## src/ebh_pkg.sv

```systemverilog
// Shared constants for the external bus ready and hold arbitration block.
package ebh_pkg;
    // ----------------------------------------------------------------
    // Link widths
    // ----------------------------------------------------------------
    localparam int EBH_AW = 16;
    localparam int EBH_DW = 16;
    localparam int EBH_MEM_AW = 4;

    // ----------------------------------------------------------------
    // Register byte offsets
    // ----------------------------------------------------------------
    localparam logic [7:0] EBH_OFS_CTRL = 8'h00;
    localparam logic [7:0] EBH_OFS_CMD = 8'h04;
    localparam logic [7:0] EBH_OFS_WDATA = 8'h08;
    localparam logic [7:0] EBH_OFS_STATUS = 8'h0c;
    localparam logic [7:0] EBH_OFS_RDATA = 8'h10;

    // ----------------------------------------------------------------
    // Control field positions
    // ----------------------------------------------------------------
    localparam int EBH_CTRL_RDY_EN = 0;
    localparam int EBH_CTRL_RDY_ASYNC = 1;
    localparam int EBH_CTRL_RDY_POL = 2;
    localparam int EBH_CTRL_ARB_EN = 3;
    localparam int EBH_CTRL_ACC_LSB = 4;
    localparam int EBH_CTRL_W = 9;
    localparam logic [8:0] EBH_CTRL_RST = 9'h000;

    // Command register: write bit above the address.
    localparam int EBH_CMD_WRITE = 16;

    // Status field positions.
    localparam int EBH_ST_PEND = 0;
    localparam int EBH_ST_HELD = 1;
    localparam int EBH_ST_BUS_REQUEST_OUT = 2;
    localparam int EBH_ST_WAIT_LSB = 8;

    // ----------------------------------------------------------------
    // Counts
    // ----------------------------------------------------------------
    localparam int EBH_CNT_W = 5;
    localparam logic [7:0] EBH_WAIT_RST = 8'h00;

    typedef enum logic [2:0] {
        ST_IDLE,
        ST_ADDR,
        ST_ACC,
        ST_RDY,
        ST_REL,
        ST_HELD,
        ST_REGAIN
    } ebh_state_e;
endpackage

```

## src/ebh_if.sv

```systemverilog
// Link between the bus controller and the external circuit and alternate master.
`timescale 1ns/10ps
interface ebh_if;
    import ebh_pkg::*;
    logic bus_reference_clock_out;
    logic [EBH_AW-1:0] addr;
    logic [EBH_DW-1:0] wdata;
    logic [EBH_DW-1:0] rdata;
    logic ale;
    logic rd_n_drv;
    logic rd_n_oe;
    logic wr_n_drv;
    logic wr_n_oe;
    logic rd_n;
    logic wr_n;
    logic ready;
    logic hold_n;
    logic hold_acknowledge_out_n;
    logic bus_request_out_n;

    // Undriven strobes float to the weak pull-up level.
    assign rd_n = rd_n_oe ? rd_n_drv : 1'b1;
    assign wr_n = wr_n_oe ? wr_n_drv : 1'b1;

    modport dev (
        output bus_reference_clock_out, addr, wdata, ale,
        output rd_n_drv, rd_n_oe, wr_n_drv, wr_n_oe,
        output hold_acknowledge_out_n, bus_request_out_n,
        input rdata, ready, hold_n
    );
    modport ext (
        input bus_reference_clock_out, addr, wdata, ale, rd_n, wr_n,
        input hold_acknowledge_out_n, bus_request_out_n,
        output rdata, ready, hold_n
    );
endinterface

```

## src/ebh_dev.sv

```systemverilog
// Bus controller end: ready-controlled bus cycles, hold arbitration, AHB-Lite registers.
`timescale 1ns/10ps
// Function
// - Selectable ready input polarity.
// - Synchronous ready driven with reference clock.
// - Asynchronous ready passes extra synchroniser stage.
// - Asynchronous ready held one period plus setup.
// - Ready may drop on strobe rising edge.
// - Ready inactive before next cycle's sample.
// - Inactive ready inserts one waitstate, resample.
// - Active ready ends current bus cycle.
// - Asynchronous sampling point falls later than synchronous.
// - Hold honoured only when arbitration enabled.
// - Finish running cycle before hold acknowledge.
// - Release: drive strobes inactive, then float.
// - Regain: drive strobes inactive before own cycle.
// - Regain starts only when hold goes high.
// - Hold may drop without bus request.
// - Bus request only after hold acknowledge.
// - Own cycle may start after regain.
// - Read data captured on strobe rising edge.
// - External data may change after strobe rises.
module ebh_dev
    import ebh_pkg::*;
(
    input wire logic hclk,
    input wire logic hresetn,
    input wire logic hsel,
    input wire logic [31:0] haddr,
    input wire logic [1:0] htrans,
    input wire logic hwrite,
    input wire logic [2:0] hsize,
    input wire logic [31:0] hwdata,
    input wire logic hready,
    output logic hreadyout,
    output logic hresp,
    output logic [31:0] hrdata,
    ebh_if.dev link
);
    // ----------------------------------------------------------------
    // Register bus
    // ----------------------------------------------------------------
    logic [EBH_CTRL_W-1:0] ctrl_reg;
    logic [EBH_AW-1:0] cmd_addr_reg;
    logic cmd_write_reg;
    logic [EBH_DW-1:0] wdata_reg;
    logic [EBH_DW-1:0] rdata_reg;
    logic pending_reg;
    logic [7:0] wait_cnt_reg;
    logic wr_phase_reg;
    logic [7:0] wr_addr_reg;
    logic [31:0] rd_mux;
    logic cmd_wr;
    logic addr_ok;

    ebh_state_e state_reg;
    ebh_state_e state_next;
    logic [EBH_CNT_W-1:0] acc_cnt_reg;
    logic rdy_async;
    logic rdy_level;
    logic rdy_active;
    logic cycle_end;

    logic rdy_en;
    logic rdy_mode_async;
    logic rdy_pol;
    logic arb_en;
    logic [EBH_CNT_W-1:0] acc_len;

    assign rdy_en = ctrl_reg[EBH_CTRL_RDY_EN];
    assign rdy_mode_async = ctrl_reg[EBH_CTRL_RDY_ASYNC];
    assign rdy_pol = ctrl_reg[EBH_CTRL_RDY_POL];
    assign arb_en = ctrl_reg[EBH_CTRL_ARB_EN];
    assign acc_len = ctrl_reg[EBH_CTRL_ACC_LSB +: EBH_CNT_W];

    // The slave never stalls, so every transfer completes in one data phase.
    assign hreadyout = 1'b1;
    assign hresp = 1'b0;
    assign addr_ok = hsel && htrans[1] && hready;

    always_comb begin
        rd_mux = 32'h0000_0000;
        case (haddr[7:0])
            EBH_OFS_CTRL: rd_mux = {23'h000000, ctrl_reg};
            EBH_OFS_CMD: rd_mux = {15'h0000, cmd_write_reg, cmd_addr_reg};
            EBH_OFS_WDATA: rd_mux = {16'h0000, wdata_reg};
            EBH_OFS_STATUS: begin
                rd_mux[EBH_ST_PEND] = pending_reg;
                rd_mux[EBH_ST_HELD] = (state_reg == ST_HELD);
                rd_mux[EBH_ST_BUS_REQUEST_OUT] = !link.bus_request_out_n;
                rd_mux[EBH_ST_WAIT_LSB +: 8] = wait_cnt_reg;
            end
            EBH_OFS_RDATA: rd_mux = {16'h0000, rdata_reg};
            default: rd_mux = 32'h0000_0000;
        endcase
    end

    always_ff @(posedge hclk or negedge hresetn) begin
        if (!hresetn) begin
            wr_phase_reg <= 1'b0;
            wr_addr_reg <= 8'h00;
            hrdata <= 32'h0000_0000;
        end else begin
            wr_phase_reg <= addr_ok && hwrite;
            wr_addr_reg <= haddr[7:0];
            if (addr_ok && !hwrite) begin
                hrdata <= rd_mux;
            end
        end
    end

    // A command written while one is still pending is dropped.
    assign cmd_wr = wr_phase_reg && (wr_addr_reg == EBH_OFS_CMD) && !pending_reg;

    always_ff @(posedge hclk or negedge hresetn) begin
        if (!hresetn) begin
            ctrl_reg <= EBH_CTRL_RST;
            cmd_addr_reg <= '0;
            cmd_write_reg <= 1'b0;
            wdata_reg <= '0;
        end else if (wr_phase_reg) begin
            if (wr_addr_reg == EBH_OFS_CTRL) begin
                ctrl_reg <= hwdata[EBH_CTRL_W-1:0];
            end
            if (wr_addr_reg == EBH_OFS_WDATA) begin
                wdata_reg <= hwdata[EBH_DW-1:0];
            end
            if (cmd_wr) begin
                cmd_addr_reg <= hwdata[EBH_AW-1:0];
                cmd_write_reg <= hwdata[EBH_CMD_WRITE];
            end
        end
    end

    always_ff @(posedge hclk or negedge hresetn) begin
        if (!hresetn) begin
            pending_reg <= 1'b0;
        end else if (cmd_wr) begin
            pending_reg <= 1'b1;
        end else if (cycle_end) begin
            pending_reg <= 1'b0;
        end
    end

    // ----------------------------------------------------------------
    // Ready sampling
    // ----------------------------------------------------------------
    // The asynchronous path costs two cycles but tolerates any input timing.
    ebh_sync u_rdy_sync (
        .clk(hclk),
        .rst_n(hresetn),
        .din(link.ready),
        .dout(rdy_async)
    );

    assign rdy_level = rdy_mode_async ? rdy_async : link.ready;
    assign rdy_active = (rdy_level == rdy_pol);

    // ----------------------------------------------------------------
    // Cycle and arbitration sequencer
    // ----------------------------------------------------------------
    assign link.bus_reference_clock_out = hclk;

    always_comb begin
        state_next = state_reg;
        cycle_end = 1'b0;
        case (state_reg)
            ST_IDLE: begin
                if (arb_en && !link.hold_n) begin
                    state_next = ST_REL;
                end else if (pending_reg) begin
                    state_next = ST_ADDR;
                end
            end
            ST_ADDR: state_next = ST_ACC;
            ST_ACC: begin
                if (acc_cnt_reg == '0) begin
                    if (rdy_en) begin
                        state_next = ST_RDY;
                    end else begin
                        state_next = ST_IDLE;
                        cycle_end = 1'b1;
                    end
                end
            end
            ST_RDY: begin
                if (rdy_active) begin
                    state_next = ST_IDLE;
                    cycle_end = 1'b1;
                end
            end
            ST_REL: state_next = ST_HELD;
            ST_HELD: begin
                if (link.hold_n) begin
                    state_next = ST_REGAIN;
                end
            end
            ST_REGAIN: state_next = ST_IDLE;
            default: state_next = ST_IDLE;
        endcase
    end

    always_ff @(posedge hclk or negedge hresetn) begin
        if (!hresetn) begin
            state_reg <= ST_IDLE;
        end else begin
            state_reg <= state_next;
        end
    end

    always_ff @(posedge hclk or negedge hresetn) begin
        if (!hresetn) begin
            acc_cnt_reg <= '0;
        end else if (state_reg == ST_ADDR) begin
            acc_cnt_reg <= acc_len;
        end else if (state_reg == ST_ACC && acc_cnt_reg != '0) begin
            acc_cnt_reg <= acc_cnt_reg - 1'b1;
        end
    end

    always_ff @(posedge hclk or negedge hresetn) begin
        if (!hresetn) begin
            wait_cnt_reg <= EBH_WAIT_RST;
        end else if (state_reg == ST_ADDR) begin
            wait_cnt_reg <= EBH_WAIT_RST;
        end else if (state_reg == ST_RDY && !rdy_active && wait_cnt_reg != 8'hff) begin
            wait_cnt_reg <= wait_cnt_reg + 1'b1;
        end
    end

    // Read data lands on the edge that raises the strobe.
    always_ff @(posedge hclk or negedge hresetn) begin
        if (!hresetn) begin
            rdata_reg <= '0;
        end else if (cycle_end && !cmd_write_reg) begin
            rdata_reg <= link.rdata;
        end
    end

    // ----------------------------------------------------------------
    // Link outputs
    // ----------------------------------------------------------------
    always_ff @(posedge hclk or negedge hresetn) begin
        if (!hresetn) begin
            link.addr <= '0;
            link.wdata <= '0;
        end else if (state_next == ST_ADDR && state_reg == ST_IDLE) begin
            link.addr <= cmd_addr_reg;
            link.wdata <= wdata_reg;
        end
    end

    always_ff @(posedge hclk or negedge hresetn) begin
        if (!hresetn) begin
            link.ale <= 1'b0;
            link.rd_n_drv <= 1'b1;
            link.wr_n_drv <= 1'b1;
            link.rd_n_oe <= 1'b1;
            link.wr_n_oe <= 1'b1;
        end else begin
            link.ale <= (state_next == ST_ADDR);
            link.rd_n_drv <= !((state_next == ST_ACC || state_next == ST_RDY)
                && !cmd_write_reg);
            link.wr_n_drv <= !((state_next == ST_ACC || state_next == ST_RDY)
                && cmd_write_reg);
            link.rd_n_oe <= (state_next != ST_HELD);
            link.wr_n_oe <= (state_next != ST_HELD);
        end
    end

    always_ff @(posedge hclk or negedge hresetn) begin
        if (!hresetn) begin
            link.hold_acknowledge_out_n <= 1'b1;
            link.bus_request_out_n <= 1'b1;
        end else begin
            link.hold_acknowledge_out_n <= (state_next != ST_HELD);
            link.bus_request_out_n <= !(state_reg == ST_HELD && state_next == ST_HELD
                && pending_reg);
        end
    end
endmodule

```

## src/ebh_sync.sv

```systemverilog
// Two-stage level synchroniser.
`timescale 1ns/10ps
module ebh_sync (
    input wire logic clk,
    input wire logic rst_n,
    input wire logic din,
    output logic dout
);
    logic meta_reg;

    always_ff @(posedge clk or negedge rst_n) begin
        if (!rst_n) begin
            meta_reg <= 1'b0;
            dout <= 1'b0;
        end else begin
            meta_reg <= din;
            dout <= meta_reg;
        end
    end
endmodule

```

## src/flat_wrapper.sv

```systemverilog
// flat-port wrapper written by rule: the top's interface ports become plain ports
module ebh_dev_flat import ebh_pkg::*;
  (hclk, hresetn, hsel, haddr, htrans, hwrite, hsize, hwdata, hready, hreadyout, hresp, hrdata, link_bus_reference_clock_out, link_addr, link_wdata, link_ale, link_rd_n_drv, link_rd_n_oe, link_wr_n_drv, link_wr_n_oe, link_hold_acknowledge_out_n, link_bus_request_out_n, link_rdata, link_ready, link_hold_n);
  ebh_if link_i ();
  input wire logic hclk;
  input wire logic hresetn;
  input wire logic hsel;
  input wire logic [31:0] haddr;
  input wire logic [1:0] htrans;
  input wire logic hwrite;
  input wire logic [2:0] hsize;
  input wire logic [31:0] hwdata;
  input wire logic hready;
  output logic hreadyout;
  output logic hresp;
  output logic [31:0] hrdata;
  output wire logic [$bits(link_i.bus_reference_clock_out)-1:0] link_bus_reference_clock_out;
  output wire logic [$bits(link_i.addr)-1:0] link_addr;
  output wire logic [$bits(link_i.wdata)-1:0] link_wdata;
  output wire logic [$bits(link_i.ale)-1:0] link_ale;
  output wire logic [$bits(link_i.rd_n_drv)-1:0] link_rd_n_drv;
  output wire logic [$bits(link_i.rd_n_oe)-1:0] link_rd_n_oe;
  output wire logic [$bits(link_i.wr_n_drv)-1:0] link_wr_n_drv;
  output wire logic [$bits(link_i.wr_n_oe)-1:0] link_wr_n_oe;
  output wire logic [$bits(link_i.hold_acknowledge_out_n)-1:0] link_hold_acknowledge_out_n;
  output wire logic [$bits(link_i.bus_request_out_n)-1:0] link_bus_request_out_n;
  input wire logic [$bits(link_i.rdata)-1:0] link_rdata;
  input wire logic [$bits(link_i.ready)-1:0] link_ready;
  input wire logic [$bits(link_i.hold_n)-1:0] link_hold_n;
  assign link_bus_reference_clock_out = link_i.bus_reference_clock_out;
  assign link_addr = link_i.addr;
  assign link_wdata = link_i.wdata;
  assign link_ale = link_i.ale;
  assign link_rd_n_drv = link_i.rd_n_drv;
  assign link_rd_n_oe = link_i.rd_n_oe;
  assign link_wr_n_drv = link_i.wr_n_drv;
  assign link_wr_n_oe = link_i.wr_n_oe;
  assign link_hold_acknowledge_out_n = link_i.hold_acknowledge_out_n;
  assign link_bus_request_out_n = link_i.bus_request_out_n;
  assign link_i.rdata = link_rdata;
  assign link_i.ready = link_ready;
  assign link_i.hold_n = link_hold_n;
  ebh_dev u_core (.hclk(hclk), .hresetn(hresetn), .hsel(hsel), .haddr(haddr), .htrans(htrans), .hwrite(hwrite), .hsize(hsize), .hwdata(hwdata), .hready(hready), .hreadyout(hreadyout), .hresp(hresp), .hrdata(hrdata), .link(link_i));
endmodule
```

## config.mk

```make
export PLATFORM = sky130hd
export DESIGN_NAME = ebh_dev_flat
export DESIGN_NICKNAME = d
export VERILOG_FILES = /design/src/ebh_pkg.sv /design/src/ebh_if.sv /design/src/ebh_dev.sv /design/src/ebh_sync.sv /design/src/flat_wrapper.sv
export SDC_FILE = /design/constraint.sdc
export NUM_CORES = 1
export LEC_CHECK = 0
export ABC_CLOCK_PERIOD_IN_PS = 2600
export BUFFER_PORTS_ARGS = -buffer_cell sky130_fd_sc_hd__buf_2
export CORE_AREA = 2 2 112 114
export CTS_CLUSTER_SIZE = 12
export DETAILED_ROUTE_END_ITERATION = 16
export DIE_AREA = 0 0 114 116
export PLACE_DENSITY = 0.83
export SLEW_MARGIN = 10
export SYNTH_ARGS = -nofsm -noshare
export SYNTH_HDL_FRONTEND = slang
export SYNTH_SLANG_ARGS = --single-unit
```

## constraint.sdc

```tcl
create_clock -name hclk -period 2.6 [get_ports hclk]
set_clock_uncertainty 0.15 [all_clocks]
set_input_delay 0.39 -clock hclk [delete_from_list [all_inputs] [get_ports hclk]]
set_output_delay 0.39 -clock hclk [all_outputs]
set_load 0.01 [all_outputs]
```

Word-level counts from Yosys, hierarchy flattened
Index checks and enable logic that the tools add are counted.

cells by class
  $add $sub $neg = 2
  mux-type cells = 22
  reduce and logical (&&, ||, !) cells = 37
  equality and inequality tests = 18

operators with widths
  cell                                                                   number
  8-bit case mux with 5 select lines                                     1
  8-bit by 4-bit equality test with 1-bit output, second input constant  3
  5-bit case mux with 4 select lines                                     1
  3-bit case mux with 6 select lines                                     1
  8-bit by 3-bit equality test with 1-bit output, second input constant  2
  1-bit logical AND                                                      16
  8-bit zero test                                                        2
  8-bit two-way mux                                                      2
  3-bit two-way mux                                                      5
  3-bit case mux with 5 select lines                                     1
  3-bit by 2-bit equality test with 1-bit output, second input constant  4
  5-bit two-way mux                                                      2
  3-bit equality test, second input constant                             3
  1-bit zero test                                                        9
  8-bit by 1-bit adder with 8-bit output, second input constant          1
  8-bit by 5-bit equality test with 1-bit output, second input constant  1
  8-bit inequality test, second input constant                           1
  1-bit two-way mux                                                      7
  3-bit by 1-bit equality test with 1-bit output, second input constant  2
  2-bit AND reduction                                                    3
  2-bit nonzero test                                                     3
  5-bit zero test                                                        1
  5-bit nonzero test                                                     1
  5-bit by 1-bit subtractor with 5-bit output, second input constant     1
  6 further kinds                                                        6

word-level totals
  input port bits = 92
  logic and storage cells = 100
  output and inout port bits = 74
  register bits = 155

Longest topological paths before layout
  word-level depth = 8
  gate-level depth with buffers = 7
  mapped depth without buffers = 6

Modules after synthesis
Synthesis repeated with hierarchy kept, for this count alone.

unflattened totals
  cell total of the unflattened synthesis = 476
  area, all modules = 6236.0 um^2

modules (own cells, without submodules)
  module    cells an instance  seq. area each (um^2)  times used  area each (um^2)
  ebh_dev   474                3458.3                 1           6185.9
  ebh_sync  2                  50.0                   1           50.0

==> results.md <==
- Cells taking the most area after synthesis: sky130_fd_sc_hd__dfrtp_1 (54%), sky130_fd_sc_hd__mux2_2 (14%), sky130_fd_sc_hd__mux2i_1 (2.9%)
- Max transition margin: 0.371
- RePlAce Congestion: 0.863
- Port Buf Inserts: 105
- Cell area after technology mapping: 6280 um2
- Die area: 13,200 um2
- R2R Path End: u_core.rdata_reg[9]
- Filler Cell Count: 815
- Fraction of layout cells with a size suffix above 1: 0.386
- Largest fanout on the critical path: 16
- Static leakage: 3.73 nW
- Post-Synthesis Cells: 484
- Global routing usage summed across all routing layers: 0.256
- Data arrival time of the critical path: 2.54 ns
- Cells resized by post-CTS repair: 0
- Maximum vdd drop: 0.000793 V
- Post-synth EDFFs: 0
- Run status: finished, final reports clean
- Top_reg_cell synth: sky130_fd_sc_hd__dfrtp_1
- Class of the most critical hold timing path: in -> reg
- Number of flip-flops in the largest register: 17
- Via count of the first global-routing pass: 4,804
- N_diodes: 0
- Post-synth top area share: 0.542
- Placement-stage cell area: 6920 um2
- Number of warnings printed during yosys synthesis: 0
- Synthesized flop and latch total: 140
- Detailed-router iteration count before antenna repair: 5
- Clock period minus worst slack: 2.28 ns
- Met1 routed wirelength after detailed routing: 6360 um
- Element type at the critical path start: flop
- Uppermost layer routed: met4
- Clock latency of the later-clocked register in the worst-skew pair: 0.53 ns
- Number of vias in the routed layout: 4,686
- Row Count: 40
- Wire length per cell: 19.9 um
- Required time at the endpoint of the critical path: 2.86 ns
- Sequential-to-total area share from yosys stat: 0.558
- Summed area of non-filler cells in the final layout: 8040 um2
- Die Span X: 114 um
- Setup_tns: 0 ns
- Post-synth cell types: 64
- CTS tree: yes
- Final Setup Violations: 0
- Synthesized area per cell: 13.0 um2
- Beginning of the worst register-to-register path: u_core.acc_cnt_reg[0]
- Routed length on met3: 1030 um
- Height of the die: 116 um
- Total met2 wirelength after detailed routing: 7930 um
- Placeable core region: 11,900 um2
- Worst slew pin tran: 0.942 ns
- Area of combinational cells with multiple inputs: 2550 um2
- Area Overhead vs Synth: 28.0%
- CP endpoint kind: flop
- Number of maximum-capacitance constraint violations: 0
- Fmax: 438 MHz
- Register area: 3510 um2
- Net count of the finished layout: 736
- Crit Path Class: reg -> reg
- Startpoint of the tightest hold check path: htrans[1]
- I/O pin cnt: 166
- Fraction of the cycle the final worst path needs: 0.878
- Detailed Route WL: 15,900 um
- Worst reg-to-reg setup slack: 0.32 ns
- Vias per cell: 5.86
- Reg2reg path depth: 7
- Final antenna-violating net count: 0
- Cell accounting for the most synthesized area: sky130_fd_sc_hd__dfrtp_1
- RSZ-0062 raised after global routing: no
- Proportion of synthesized flip-flops having asynchronous set or reset: 1.00
- Total half-perimeter wirelength after legalization and detailed placement: 10,000 um
- Final count of hold timing violations: 0
- Maximum number of pins on one net before global-route repair: 72
- Clock edge transition at the registers on the reported setup and hold paths: 0.06 ns
- Register with the highest flop count: u_core.hrdata
- Hold path cells: 2
- WHS Endpoint: u_core.wr_phase_reg
- Total global routing overflow: 0
- Antenna violations before repair: 0
- # DRC: 0
- Number of max-slew violations in the final report: 0
- Initial core utilization: 0.528
- Power per cell area: 791 nW/um2
- Wire length of the first global-routing pass: 25,400 um
- Iteration-0 DRC count of the detailed router: 375
[routing by layer]
metal	track usage	vias up
met5	0	-
met4	0.113	0
met3	0.0847	57
met2	0.426	218
met1	0.305	2349
li1	-	2062
[layout by cell type, fill, tap and decap left out, types with 4 or more instances in the layout]
cell type	instances
sky130_fd_sc_hd__inv_1	11
sky130_fd_sc_hd__a22o_1	10
sky130_fd_sc_hd__o21ai_0	14
sky130_fd_sc_hd__mux2i_1	18
sky130_fd_sc_hd__a21oi_1	5
sky130_fd_sc_hd__a32o_1	4
sky130_fd_sc_hd__clkinvlp_4	4
sky130_fd_sc_hd__o21ai_1	5
sky130_fd_sc_hd__mux2_1	12
sky130_fd_sc_hd__buf_2	104
sky130_fd_sc_hd__buf_4	11
sky130_fd_sc_hd__o31ai_1	6
sky130_fd_sc_hd__nand4_1	7
sky130_fd_sc_hd__clkbuf_16	20
sky130_fd_sc_hd__a221o_1	4
sky130_fd_sc_hd__nand2b_1	4
sky130_fd_sc_hd__dfstp_2	4
sky130_fd_sc_hd__mux2_2	80
sky130_fd_sc_hd__dfrtp_1	136
sky130_fd_sc_hd__conb_1	17
sky130_fd_sc_hd__a2bb2oi_1	9
sky130_fd_sc_hd__nor2_1	11
sky130_fd_sc_hd__nand3_1	10
sky130_fd_sc_hd__dlygate4sd3_1	42
sky130_fd_sc_hd__or3_1	5
sky130_fd_sc_hd__nand2_1	26
sky130_fd_sc_hd__nor2b_1	4
[stage by stage]
step           hold WS (ns)  instances  power, mW  worst slack, ns  utilization
6_report             0.0254        800       6.36            0.317        0.675
5_1_grt              0.0166        800       6.63            0.189        0.675
4_1_cts              0.0118        799       6.36            0.309        0.673
3_5_place_dp          0.201        723       3.64            0.362        0.581
3_3_place_gp          0.188        723       3.58            0.420        0.581
2_1_floorplan       -0.0556        499       3.29            0.581            -
[critical path, stage by stage, from the launching register on]
cell and delay (ns):
sky130_fd_sc_hd__dfrtp_1 0.42, sky130_fd_sc_hd__inv_1 0.12, sky130_fd_sc_hd__ha_1 0.19, sky130_fd_sc_hd__nor4b_4 0.24, sky130_fd_sc_hd__nand3b_1 0.20, sky130_fd_sc_hd__a21oi_4 0.18, sky130_fd_sc_hd__buf_4 0.29, sky130_fd_sc_hd__mux2_1 0.37
[logic make-up (layout without fill, tap and decap cells)]
family	after synthesis	count (layout)	synth area share
compound gates	75	75	0.0904
buf+inv	51	205	0.0468
fa+ha+maj	4	4	0.00757
mux	111	111	0.196
simple gates	101	101	0.100
other cells	2	17	0.00120
flops	140	140	0.558
[report_power, final]
part	switching, mW	internal [mW]	total, mW
combinational	0.454	0.490	0.943
sequential	0.211	2.51	2.72
clock	0.949	1.75	2.70
total	1.61	4.75	6.36
[final cells by class]
class	count	share of cell area
clock buffers	24	0.0668
clock inverters	11	0.0179
inverters	11	0.00514
multi-input cells	308	0.317
flip-flops and latches	140	0.436
well taps	147	0.0229
repair buffers	159	0.134
[worst max path at each step]
stage | from | depth (start not counted) | end
global placement | haddr[3] | 5 | u_core.hrdata[3]
finish | u_core.acc_cnt_reg[0] | 7 | u_core.rdata_reg[9]
global route | u_core.acc_cnt_reg[0] | 7 | u_core.rdata_reg[5]
floorplan | u_core.acc_cnt_reg[0] | 7 | u_core.rdata_reg[10]
detailed placement | u_core.acc_cnt_reg[0] | 7 | u_core.rdata_reg[14]
CTS | u_core.acc_cnt_reg[0] | 7 | u_core.rdata_reg[2]
[timing repair]
item                      in CTS  in global routing
hold endpoints to repair     132                  0
buffers inserted               0                  0
hold buffers                  42                  0
[cells in the mapped netlist (all sizes together), types with 2 or more instances]
cell type    n
dfrtp      136
and3         2
mux2        92
nand2b       4
a221o        4
and2         2
a32o         4
buf         32
a22oi        3
nor3b        4
nor2b        5
nor3         2
nor2        12
ha           3
a2bb2oi      9
dfstp        4
inv         11
or3          6
nor4b        2
o21ai       20
nand2       26
a21oi        6
o31ai        6
or4          3
nand3       11
o311ai       3
a22o        10
clkbuf       8
nand4        7
nor4         3
mux2i       19
o41ai        2
conb         2
nand3b       4
or4b         2
o211ai       3
Note: power is estimated with default switching activity, not from simulation.
